**src/pll_ctrl_pkg.sv**
```systemverilog
// package: constants and types for the integer synthesizer control block
`default_nettype none
package pll_ctrl_pkg;
    // ------------------------------------------------------------
    // divider ranges
    // ------------------------------------------------------------
    localparam logic [7:0] m_min = 8'h04;
    localparam logic [7:0] m_max = 8'ha0;
    localparam logic [6:0] n_min = 7'h01;
    localparam logic [6:0] n_max = 7'h6e;
    localparam logic [8:0] c_min = 9'h001;
    localparam logic [8:0] c_max = 9'h1fe;
    // ------------------------------------------------------------
    // variant output counts, phase step
    // ------------------------------------------------------------
    localparam int bank_outputs = 7;
    localparam int fabric_outputs = 3;
    localparam logic [2:0] phase_steps = 3'h7;
    // ------------------------------------------------------------
    // register map (word addresses)
    // ------------------------------------------------------------
    localparam logic [3:0] addr_ctrl = 4'h0;
    localparam logic [3:0] addr_mult = 4'h1;
    localparam logic [3:0] addr_pre = 4'h2;
    localparam logic [3:0] addr_status = 4'h3;
    localparam logic [3:0] addr_cnt_base = 4'h8;
    localparam logic [31:0] ctrl_reset_value = 32'h0000_0010;
    localparam logic [7:0] mult_reset_value = 8'h04;
    localparam logic [6:0] pre_reset_value = 7'h01;
    localparam logic [8:0] cnt_reset_value = 9'h001;
    // ctrl fields
    localparam int ctrl_mode_lsb = 0;
    localparam int ctrl_bw_lsb = 3;
    localparam int ctrl_self_reset_bit = 5;
    localparam int ctrl_soft_reset_bit = 6;
    // ------------------------------------------------------------
    // lock timing
    // ------------------------------------------------------------
    localparam int lock_time_us = 10;
    localparam int clk_mhz = 20;
    localparam int lock_cycles = lock_time_us * clk_mhz;
    // ------------------------------------------------------------
    // types
    // ------------------------------------------------------------
    typedef enum logic [2:0] {
        mode_direct = 3'b000,
        mode_diff_serial = 3'b001,
        mode_source_sync = 3'b010,
        mode_normal = 3'b011,
        zero_delay_buffer_mode = 3'b100,
        external_feedback_mode = 3'b101
    } fb_mode_t;
    typedef enum logic [1:0] {
        bw_low = 2'b00,
        bw_medium = 2'b01,
        bw_high = 2'b10
    } bandwidth_t;
    typedef enum logic [1:0] {
        st_reset = 2'b00,
        st_acquire = 2'b01,
        st_locked = 2'b10
    } lock_state_t;
    typedef struct packed {
        logic [3:0] addr;
        logic [31:0] wdata;
        logic wr;
        logic rd;
    } bus_req_t;
endpackage
`default_nettype wire

```
**src/integer_pll_control_and_lock.sv**
```systemverilog
// module: digital control and lock tracking of an integer clock synthesizer
//
// Added by the designer: the placing of the registers and the plain strobed port.
`default_nettype none
module integer_pll_control_and_lock #(
    parameter bit bank_variant = 1'b1,
    parameter int lock_count = pll_ctrl_pkg::lock_cycles
) (
    input wire logic clk,
    input wire logic rstn,
    input wire logic pll_reset,
    input wire logic ref_present,
    input wire logic fb_phase_match,
    input wire logic [3:0] addr,
    input wire logic [31:0] wdata,
    input wire logic wr,
    input wire logic rd,
    output logic [31:0] rdata,
    output logic locked,
    output logic counters_clear,
    output logic vco_nominal,
    output logic compensate,
    output logic dedicated_fb,
    output logic dynamic_phase_align_clock_en
);
    // ------------------------------------------------------------
    // reset release
    // ------------------------------------------------------------
    logic rst_s1_reg;
    logic rst_s2_reg;
    always_ff @(posedge clk or negedge rstn) begin
        if (!rstn) begin
            rst_s1_reg <= 1'b0;
            rst_s2_reg <= 1'b0;
        end else begin
            rst_s1_reg <= 1'b1;
            rst_s2_reg <= rst_s1_reg;
        end
    end
    wire logic arst_n = rst_s2_reg;

    // range check shared by all dividers
    function automatic logic in_range(input logic [8:0] v, input logic [8:0] lo, input logic [8:0] hi);
        in_range = (v >= lo) && (v <= hi);
    endfunction

    // ------------------------------------------------------------
    // registers
    // ------------------------------------------------------------
    localparam int n_out = bank_variant ? pll_ctrl_pkg::bank_outputs : pll_ctrl_pkg::fabric_outputs;
    logic [6:0] ctrl_reg;
    logic [7:0] mult_reg;
    logic [6:0] pre_reg;
    logic [8:0] cnt_reg [n_out];
    logic [2:0] phase_reg [n_out];
    logic [31:0] rdata_reg;
    pll_ctrl_pkg::bus_req_t req;
    assign req = '{addr: addr, wdata: wdata, wr: wr, rd: rd};

    // decode
    wire logic wr_ctrl = req.wr && (req.addr == pll_ctrl_pkg::addr_ctrl);
    wire logic wr_mult = req.wr && (req.addr == pll_ctrl_pkg::addr_mult);
    wire logic wr_pre = req.wr && (req.addr == pll_ctrl_pkg::addr_pre);
    wire logic cnt_sel = req.addr[3];
    wire logic [2:0] cnt_idx = req.addr[2:0];
    wire logic cnt_hit = cnt_sel && (32'(cnt_idx) < n_out);

    // mode and bandwidth legality
    wire logic [2:0] mode_raw = ctrl_reg[2:0];
    wire logic [1:0] bw_raw = ctrl_reg[4:3];
    wire logic mode_ok = (mode_raw <= 3'h5) && (bank_variant || mode_raw != 3'h1);
    wire logic bw_ok = (bw_raw <= 2'h2) && (bank_variant || bw_raw != 2'h0);
    pll_ctrl_pkg::fb_mode_t mode;
    assign mode = mode_ok ? pll_ctrl_pkg::fb_mode_t'(mode_raw) : pll_ctrl_pkg::mode_direct;
    wire logic self_reset_en = ctrl_reg[pll_ctrl_pkg::ctrl_self_reset_bit];
    wire logic soft_reset = ctrl_reg[pll_ctrl_pkg::ctrl_soft_reset_bit];

    // divider legality over every output counter
    logic cnt_all_ok;
    always_comb begin
        cnt_all_ok = 1'b1;
        for (int i = 0; i < n_out; i++) begin
            if (!in_range(cnt_reg[i], pll_ctrl_pkg::c_min, pll_ctrl_pkg::c_max)) begin
                cnt_all_ok = 1'b0;
            end
        end
    end
    wire logic cfg_ok = in_range({1'b0, mult_reg}, {1'b0, pll_ctrl_pkg::m_min}, {1'b0, pll_ctrl_pkg::m_max})
        && in_range({2'b0, pre_reg}, {2'b0, pll_ctrl_pkg::n_min}, {2'b0, pll_ctrl_pkg::n_max})
        && cnt_all_ok && bw_ok;

    // control writes
    always_ff @(posedge clk or negedge arst_n) begin
        if (!arst_n) begin
            ctrl_reg <= pll_ctrl_pkg::ctrl_reset_value[6:0];
            mult_reg <= pll_ctrl_pkg::mult_reset_value;
            pre_reg <= pll_ctrl_pkg::pre_reset_value;
        end else begin
            if (wr_ctrl) ctrl_reg <= req.wdata[6:0];
            if (wr_mult) mult_reg <= req.wdata[7:0];
            if (wr_pre) pre_reg <= req.wdata[6:0];
        end
    end

    // output counter and phase writes: divide in [8:0], eighth-period phase step in [18:16]
    always_ff @(posedge clk or negedge arst_n) begin
        if (!arst_n) begin
            for (int i = 0; i < n_out; i++) begin
                cnt_reg[i] <= pll_ctrl_pkg::cnt_reset_value;
                phase_reg[i] <= 3'h0;
            end
        end else if (req.wr && cnt_hit) begin
            cnt_reg[cnt_idx] <= req.wdata[8:0];
            phase_reg[cnt_idx] <= req.wdata[18:16];
        end
    end

    // ------------------------------------------------------------
    // lock state machine
    // ------------------------------------------------------------
    pll_ctrl_pkg::lock_state_t state_reg;
    pll_ctrl_pkg::lock_state_t state_next;
    logic [15:0] cnt_lock_reg;
    logic loss_reg;
    wire logic any_reset = pll_reset || soft_reset;
    wire logic matching = ref_present && fb_phase_match && cfg_ok;
    wire logic lock_done = cnt_lock_reg >= 16'(lock_count - 1);

    // next state
    always_comb begin
        state_next = state_reg;
        unique case (state_reg)
            pll_ctrl_pkg::st_reset: state_next = pll_ctrl_pkg::st_acquire;
            pll_ctrl_pkg::st_acquire: if (matching && lock_done) state_next = pll_ctrl_pkg::st_locked;
            pll_ctrl_pkg::st_locked: if (!matching) state_next = self_reset_en ? pll_ctrl_pkg::st_reset
                                                     : pll_ctrl_pkg::st_acquire;
            default: state_next = pll_ctrl_pkg::st_reset;
        endcase
        if (any_reset) state_next = pll_ctrl_pkg::st_reset;
    end

    // state, lock count and sticky loss flag (set wins over read clear)
    always_ff @(posedge clk or negedge arst_n) begin
        if (!arst_n) begin
            state_reg <= pll_ctrl_pkg::st_reset;
            cnt_lock_reg <= 16'h0000;
            loss_reg <= 1'b0;
        end else begin
            state_reg <= state_next;
            cnt_lock_reg <= (state_reg == pll_ctrl_pkg::st_acquire && matching) ? cnt_lock_reg + 16'h0001 : 16'h0000;
            if (state_reg == pll_ctrl_pkg::st_locked && state_next != pll_ctrl_pkg::st_locked) begin
                loss_reg <= 1'b1;
            end else if (req.rd && req.addr == pll_ctrl_pkg::addr_status) begin
                loss_reg <= 1'b0;
            end
        end
    end

    // ------------------------------------------------------------
    // outputs, all registered
    // ------------------------------------------------------------
    always_ff @(posedge clk or negedge arst_n) begin
        if (!arst_n) begin
            locked <= 1'b0;
            counters_clear <= 1'b1;
            vco_nominal <= 1'b1;
            compensate <= 1'b0;
            dedicated_fb <= 1'b0;
            dynamic_phase_align_clock_en <= 1'b0;
        end else begin
            locked <= (state_next == pll_ctrl_pkg::st_locked);
            counters_clear <= (state_next == pll_ctrl_pkg::st_reset);
            vco_nominal <= (state_next == pll_ctrl_pkg::st_reset);
            compensate <= (mode != pll_ctrl_pkg::mode_direct);
            dedicated_fb <= (mode == pll_ctrl_pkg::mode_normal || mode == pll_ctrl_pkg::mode_source_sync)
                && !ctrl_reg[pll_ctrl_pkg::ctrl_self_reset_bit];
            dynamic_phase_align_clock_en <= bank_variant && !any_reset;
        end
    end

    // ------------------------------------------------------------
    // read data, unmapped reads zero
    // ------------------------------------------------------------
    wire logic [31:0] cnt_word = cnt_hit ? {13'h0, phase_reg[cnt_idx], 7'h0, cnt_reg[cnt_idx]} : 32'h0;
    wire logic [31:0] status_word = {26'h0, n_out == pll_ctrl_pkg::bank_outputs, cfg_ok, loss_reg,
                                     state_reg == pll_ctrl_pkg::st_locked, state_reg};
    wire logic [31:0] rd_mux =
        (req.addr == pll_ctrl_pkg::addr_ctrl) ? {25'h0, ctrl_reg} :
        (req.addr == pll_ctrl_pkg::addr_mult) ? {24'h0, mult_reg} :
        (req.addr == pll_ctrl_pkg::addr_pre) ? {25'h0, pre_reg} :
        (req.addr == pll_ctrl_pkg::addr_status) ? status_word : cnt_word;
    always_ff @(posedge clk or negedge arst_n) begin
        if (!arst_n) rdata_reg <= 32'h0;
        else rdata_reg <= req.rd ? rd_mux : 32'h0;
    end
    assign rdata = rdata_reg;
endmodule
`default_nettype wire

```
**config.mk**
```make
export PLATFORM = sky130hd
export DESIGN_NAME = integer_pll_control_and_lock
export DESIGN_NICKNAME = d
export VERILOG_FILES = /design/src/pll_ctrl_pkg.sv /design/src/integer_pll_control_and_lock.sv
export SDC_FILE = /design/constraint.sdc
export NUM_CORES = 1
export LEC_CHECK = 0
export ABC_AREA = 1
export BUFFER_PORTS_ARGS = -buffer_cell sky130_fd_sc_hd__buf_4
export CAP_MARGIN = 30
export CORE_MARGIN = 2
export CORE_UTILIZATION = 55
export DETAILED_ROUTE_END_ITERATION = 16
export GPL_TIMING_DRIVEN = 0
export PLACE_DENSITY = 0.76
export SETUP_SLACK_MARGIN = 0.15
export SYNTH_ARGS = -nofsm -noshare
export SYNTH_HDL_FRONTEND = slang
export SYNTH_SLANG_ARGS = --single-unit
```
**constraint.sdc**
```tcl
create_clock -name clk -period 14.2 [get_ports clk]
set_clock_uncertainty 0.2 [all_clocks]
set_input_delay 1.42 -clock clk [delete_from_list [all_inputs] [get_ports clk]]
set_output_delay 1.42 -clock clk [all_outputs]
set_load 0.01 [all_outputs]
```
==> impl_metrics.py, run 1 <==
metrics = {
    "run_status": {
        "run_status": "completed",
    },
    "drt": {
        "dr_total_vias": 6292,
        "drt-total-wl_microns": 19200,
        "ant_nets": 0,
        "drc_errors": 0,
        "drtIter0Drc": 597,
        "viasPerCell": 5.47,
        "routedWlPerCell_microns": 16.7,
        "drt_pass1_iterations": 5,
    },
    "synthesis": {
        "synth_edf_count": 0,
        "synthMuxAreaShare_pct": 0.157,
        "synth.yosys.seq_area_share_pct": 50.3,
        "synthCells": 889,
        "synth-seq-cells": 144,
        "synth_compound_gate_area_share_pct": 13.6,
        "ys.flop_type": "dfrtp_1",
        "syn-cell-area_sq_um": 7190,
        "synth_xor_area_share_pct": 0.974,
        "avgSynthCellArea_sq_um": 8.09,
        "synth_fa_ha_area_share_pct": 0.174,
        "synth_top_family_by_area": "simple AND/OR/NAND/NOR gates",
        "ys_types": 39,
        "ys_async_sr_fraction_pct": 100,
        "yosysWarnings": 0,
        "synthSimpleGateAreaFrac_pct": 24.6,
    },
    "critical_path": {
        "critPathMostFrequentCell": "nand2_1",
        "crit_arrival_ns": 2.97,
        "crit_chain": "buf_4 -> inv_2 -> nand2_1 -> nor2_2 -> nand2_1 -> o21ai_0 -> a21oi_1 -> nand2_1 -> nand2_1 -> o2111ai_1 -> nand3_1 -> inv_1",
        "cp.required_ns": 14.37,
        "timing.rr.end": "cnt_lock_reg[5]",
        "crit_fanout": 9,
        "r2r-start": "cnt_reg[0]",
        "worst_path_max_delay_cell": "nor2_2",
        "worstSetupPathType": "primary input to register",
        "r2r_slack_ns": 11.92,
        "cp_top_family": "simple AND/OR/NAND/NOR gates",
        "critPathLaunchType": "primary input",
        "cp-end-kind": "register",
        "cpPeakStageDelay_ns": 0.36,
        "cp_num_buf_inv": 3,
        "ff2ff_path_depth": 9,
    },
    "floorplan": {
        "coreArea_sq_um": 12700,
        "fp.dieW_microns": 118,
        "io_pins": 81,
        "start_util_pct": 56.8,
        "die_area_sq_um": 14000,
        "die_y_microns": 118,
        "rows": 41,
    },
    "clock_tree": {
        "cts_buffers": 17,
        "cts_sinks": 144,
        "cts_tree": "built",
        "clk_latency_ns": 0.43,
        "cts_resized": 0,
        "cts_root_buf": "clkbuf_16",
        "htreeDepth": 4,
        "hold_buffers": 0,
        "clk_pin_slew_worst_paths_ns": 0.06,
        "cts_setup_buffers": 0,
        "cts_buffer_depth": 2,
    },
    "timing": {
        "hold_violations": 0,
        "holdWs_ns": 0.126,
        "rsz0062_at_grt": "no",
        "fin_tns_setup_ns": 0,
        "finalCritPeriodShare_pct": 19.7,
        "finalMaxSlewViolations": 0,
        "timing.final.setup_violations": 0,
        "min_period_ns": 2.80,
        "tightest_slew_ns": 0.566,
        "relSlewSlack_pct": 62.2,
        "fmax_ghz": 0.357,
    },
    "power": {
        "powerDensity_nw_per_um2": 152,
        "peakVddDrop_mv": 0.0804,
        "comb_power_share_pct": 16.3,
        "p_clk_share_pct": 40.3,
        "p_int_uw": 924,
        "power.leakage_uw": 0.00416,
        "p_sw_share_pct": 28.6,
        "p_switching_uw": 371,
        "seq_power_share_pct": 43.4,
    },
    "global_routing": {
        "grt_pass1_vias": 5944,
        "grt_pass1_wl_microns": 31100,
        "grt_max_degree": 56,
        "grt.overflow.total": 0,
        "antenna_found_initial": 0,
        "grt_usage_pct": 28.9,
    },
    "finish": {
        "fin_nets": 1010,
        "drive_gt1_share_pct": 16.9,
        "syn_to_final_growth_pct": 18.2,
        "mostFrequentLayoutCells": "nand2_1 (215), dfrtp_1 (132), inv_1 (113)",
        "largest_reg_flops": 63,
        "layout_commonest_cell": "nand2_1",
        "final_core_util_pct": 67.1,
        "n_antenna_cell": 0,
    },
    "placed_design": {
        "port-buffer-count": 37,
        "gp_congestion": 0.994,
        "place_hpwl_microns": 13800,
    },
    "flow_run": {
        "cap_violations": 0,
    },
    "min_path": {
        "hold_path.class": "register to async pin",
    },
}
## cell type report
class	instances	area, sq um
Buffer	43	292
Timing Repair Buffer	39	333
Inverter	116	435
Sequential cell	144	3620
Clock buffer	23	488
Fill cell	1085	4170
Multi-Input combinational cell	605	2920
Clock inverter	9	201
Tap cell	172	215
## kinds of logic after synthesis
logic type                 after synthesis
muxes                                    1
AOI/OAI and AO/OA                      177
and+or+nand+nor                        397
other                                    2
buffers and inverters                  159
adders and majority gates                1
DFF                                    144
xor gates and xnor gates                 8
## worst reg2reg max path, delay by kind of cell (launching register included)
family | cells | cell delay (ns)
buf+inv | 1 | 0.20
flops | 1 | 0.56
simple gates | 7 | 0.91
compound gates | 1 | 0.33
## power by group through the flow
stage | Sequential [uW] | Combinational [uW] | Clock, uW
finish | 562 | 211 | 521
global placement | 568 | 193 | 0
floorplan | 550 | 142 | 0
detailed placement | 565 | 207 | 0
global route | 573 | 240 | 538
CTS | 560 | 209 | 523
## cells in the mapped netlist (7+ instances only)
cell type / number / area, sq um
dfstp_2: 11 / 289
inv_1: 113 / 424
dfrtp_1: 133 / 3330
nand4_1: 14 / 87.6
buf_4: 29 / 218
o21ai_1: 11 / 55.1
nand2_1: 215 / 807
nand3_1: 25 / 125
nor2_1: 97 / 364
o22ai_1: 16 / 100
xor2_1: 7 / 61.3
a21oi_1: 38 / 190
nor2_2: 8 / 50.1
buf_2: 11 / 55.1
nor3_1: 7 / 35.0
o21ai_2: 7 / 61.3
o21ai_0: 90 / 450
## stage by stage
| step | total power [uW] | instance area [sq um] | setup WS [ns] | cells |
|---|---|---|---|---|
| 5_1_grt | 1350 | 8510 | 11.36 | 1151 |
| 3_5_place_dp | 772 | 7820 | 11.06 | 1119 |
| 3_3_place_gp | 761 | 7760 | 8.14 | 1117 |
| 4_1_cts | 1290 | 8510 | 11.39 | 1151 |
| 2_1_floorplan | 692 | 7260 | 9.71 | 908 |
| 6_report | 1290 | 8510 | 11.40 | 1151 |
## worst max-delay path by stage
| stage | depth (start not counted) | startpoint | endpoint | slack, ns |
|---|---|---|---|---|
| after global placement | 0 | arst_n | phase_reg[18] | 8.14 |
| final | 12 | addr[1] | rdata[1] | 11.40 |
| after detailed placement | 12 | addr[1] | rdata[1] | 11.06 |
| after CTS | 2 | vco_nominal | vco_nominal | 11.39 |
| after floorplan | 0 | arst_n | cnt_lock_reg[0] | 9.71 |
| after global routing | 12 | addr[1] | rdata[1] | 11.36 |
## metal layers
layer  up-vias  global-route usage, %  routed length, microns
met1      3010                   40.9                    8430
met3        50                   6.52                    1570
met4         0                   12.3                     658
li1       2970                      -                       -
met2       262                   42.9                    8540
met5         -                      0                       0
No activity file was read; power rests on OpenSTA's default activity.
==> run 2: changes to the inputs <==
--- a/config.mk
+++ b/config.mk
@@ -9,7 +9,7 @@
 export BUFFER_PORTS_ARGS = -buffer_cell sky130_fd_sc_hd__buf_4
 export CAP_MARGIN = 30
 export CORE_MARGIN = 2
-export CORE_UTILIZATION = 55
+export CORE_UTILIZATION = 53
 export DETAILED_ROUTE_END_ITERATION = 16
 export GPL_TIMING_DRIVEN = 0
 export PLACE_DENSITY = 0.76
==> constraint.sdc (replaced) <==
create_clock -name clk -period 2.5 [get_ports clk]
set_clock_uncertainty 0.2 [all_clocks]
set_input_delay 0.25 -clock clk [delete_from_list [all_inputs] [get_ports clk]]
set_output_delay 0.25 -clock clk [all_outputs]
set_load 0.01 [all_outputs]
==> impl_metrics.py, run 2 (same netlist as run 1, synthesis figures left out) <==
metrics = {
    "finish": {
        "syn_to_final_growth_pct": 18.7,
        "layout_commonest_cell": "nand2_1",
        "drive_gt1_share_pct": 16.2,
        "fin_nets": 1025,
        "mostFrequentLayoutCells": "nand2_1 (215), dfrtp_1 (132), inv_1 (113)",
        "n_antenna_cell": 0,
        "final_core_util_pct": 64.5,
        "largest_reg_flops": 63,
    },
    "clock_tree": {
        "hold_buffers": 15,
        "cts_root_buf": "clkbuf_16",
        "cts_resized": 0,
        "clk_pin_slew_worst_paths_ns": 0.05,
        "cts_sinks": 144,
        "cts_setup_buffers": 0,
        "cts_tree": "built",
        "cts_buffers": 17,
        "cts_buffer_depth": 2,
        "htreeDepth": 4,
        "clk_latency_ns": 0.43,
    },
    "critical_path": {
        "critPathMostFrequentCell": "nor2_1",
        "worstSetupPathType": "register to register",
        "r2r_slack_ns": 0.32,
        "crit_chain": "nor2_1 -> nand3_1 -> nor2_1 -> a21oi_1 -> nand3_1 -> nor3_2 -> nand3_2 -> buf_6 -> nor2_1",
        "worst_path_max_delay_cell": "dfstp_2",
        "cpPeakStageDelay_ns": 0.56,
        "critPathLaunchType": "register",
        "cp.required_ns": 2.65,
        "cp-end-kind": "register",
        "crit_arrival_ns": 2.33,
        "crit_fanout": 10,
    },
    "flow_run": {
        "cap_violations": 0,
    },
    "global_routing": {
        "grt_pass1_wl_microns": 31600,
        "antenna_found_initial": 0,
        "grt_max_degree": 69,
        "grt_usage_pct": 28.8,
        "grt.overflow.total": 0,
        "grt_pass1_vias": 6079,
    },
    "timing": {
        "fin_tns_setup_ns": 0,
        "hold_violations": 0,
        "fmax_ghz": 0.459,
        "min_period_ns": 2.18,
        "rsz0062_at_grt": "no",
        "timing.final.setup_violations": 0,
        "finalCritPeriodShare_pct": 87.1,
        "finalMaxSlewViolations": 0,
    },
    "floorplan": {
        "start_util_pct": 54.3,
        "fp.dieW_microns": 121,
        "die_area_sq_um": 14500,
        "die_y_microns": 121,
        "io_pins": 81,
        "coreArea_sq_um": 13200,
        "rows": 42,
    },
    "drt": {
        "routedWlPerCell_microns": 16.6,
        "dr_total_vias": 6338,
        "ant_nets": 0,
        "viasPerCell": 5.43,
        "drt_pass1_iterations": 6,
        "drt-total-wl_microns": 19400,
        "drtIter0Drc": 659,
        "drc_errors": 0,
    },
    "power": {
        "power.leakage_uw": 0.00417,
        "powerDensity_nw_per_um2": 804,
        "peakVddDrop_mv": 0.490,
    },
    "placed_design": {
        "place_hpwl_microns": 14200,
        "gp_congestion": 1.06,
        "port-buffer-count": 37,
    },
    "run_status": {
        "run_status": "completed",
    },
    "min_path": {
        "hold_path.class": "primary input to register",
    },
}
[run 2: critical path: cells and delay by family, from the launching register on]
family	cells	cell delay, ns
DFF	1	0.56
AOI/OAI and AO/OA	1	0.28
buffers and inverters	1	0.19
and+or+nand+nor	7	0.86
[run 2: report_power, final]
part	switching (uW)	total [uW]	internal, uW
clock network	926	2460	1530
registers	382	3190	2810
logic	738	1210	476
[run 2: final cells by class]
cell class	count	area (sq um)
tap	176	220
clock buffer	24	482
sequential	144	3620
buffer	43	292
fill	1109	4710
clock inverter	6	82.6
timing repair buffer	54	483
multi-input combinational	605	2920
inverter	116	435
[run 2: path summary, 6_finish.rpt]
check / start / to / cells after the start
worst max-delay path: cnt_reg[0] / cnt_lock_reg[5] / 9
worst min-delay path: wr / pre_reg[0] / 4
worst max register to register: cnt_reg[0] / cnt_lock_reg[5] / 9
worst min register to register: arst_n / pre_reg[2] / 0
max in group asynchronous: arst_n / cnt_reg[27] / 1
min in group asynchronous: arst_n / pre_reg[2] / 0
[run 2: metal layers]
metal,vias to the layer above,share of wire [%],GRT usage (%)
li1,3008,-,-
met1,2978,43,40.2
met2,296,45,42.9
met3,56,8.9,6.84
met4,0,3.3,13.0
met5,-,0,0
[run 2: stage by stage]
stage	instances	setup slack [ns]	hold slack [ns]	cell area (sq um)	power (uW)
floorplan	908	0.707	-0.246	7270	3930
global placement	1121	0.280	-0.168	7770	4320
detailed placement	1123	0.333	-0.163	7820	4390
CTS	1168	0.316	0.0192	8540	6860
global route	1168	0.169	0.0504	8540	7210
finish	1168	0.322	0.0364	8540	6860
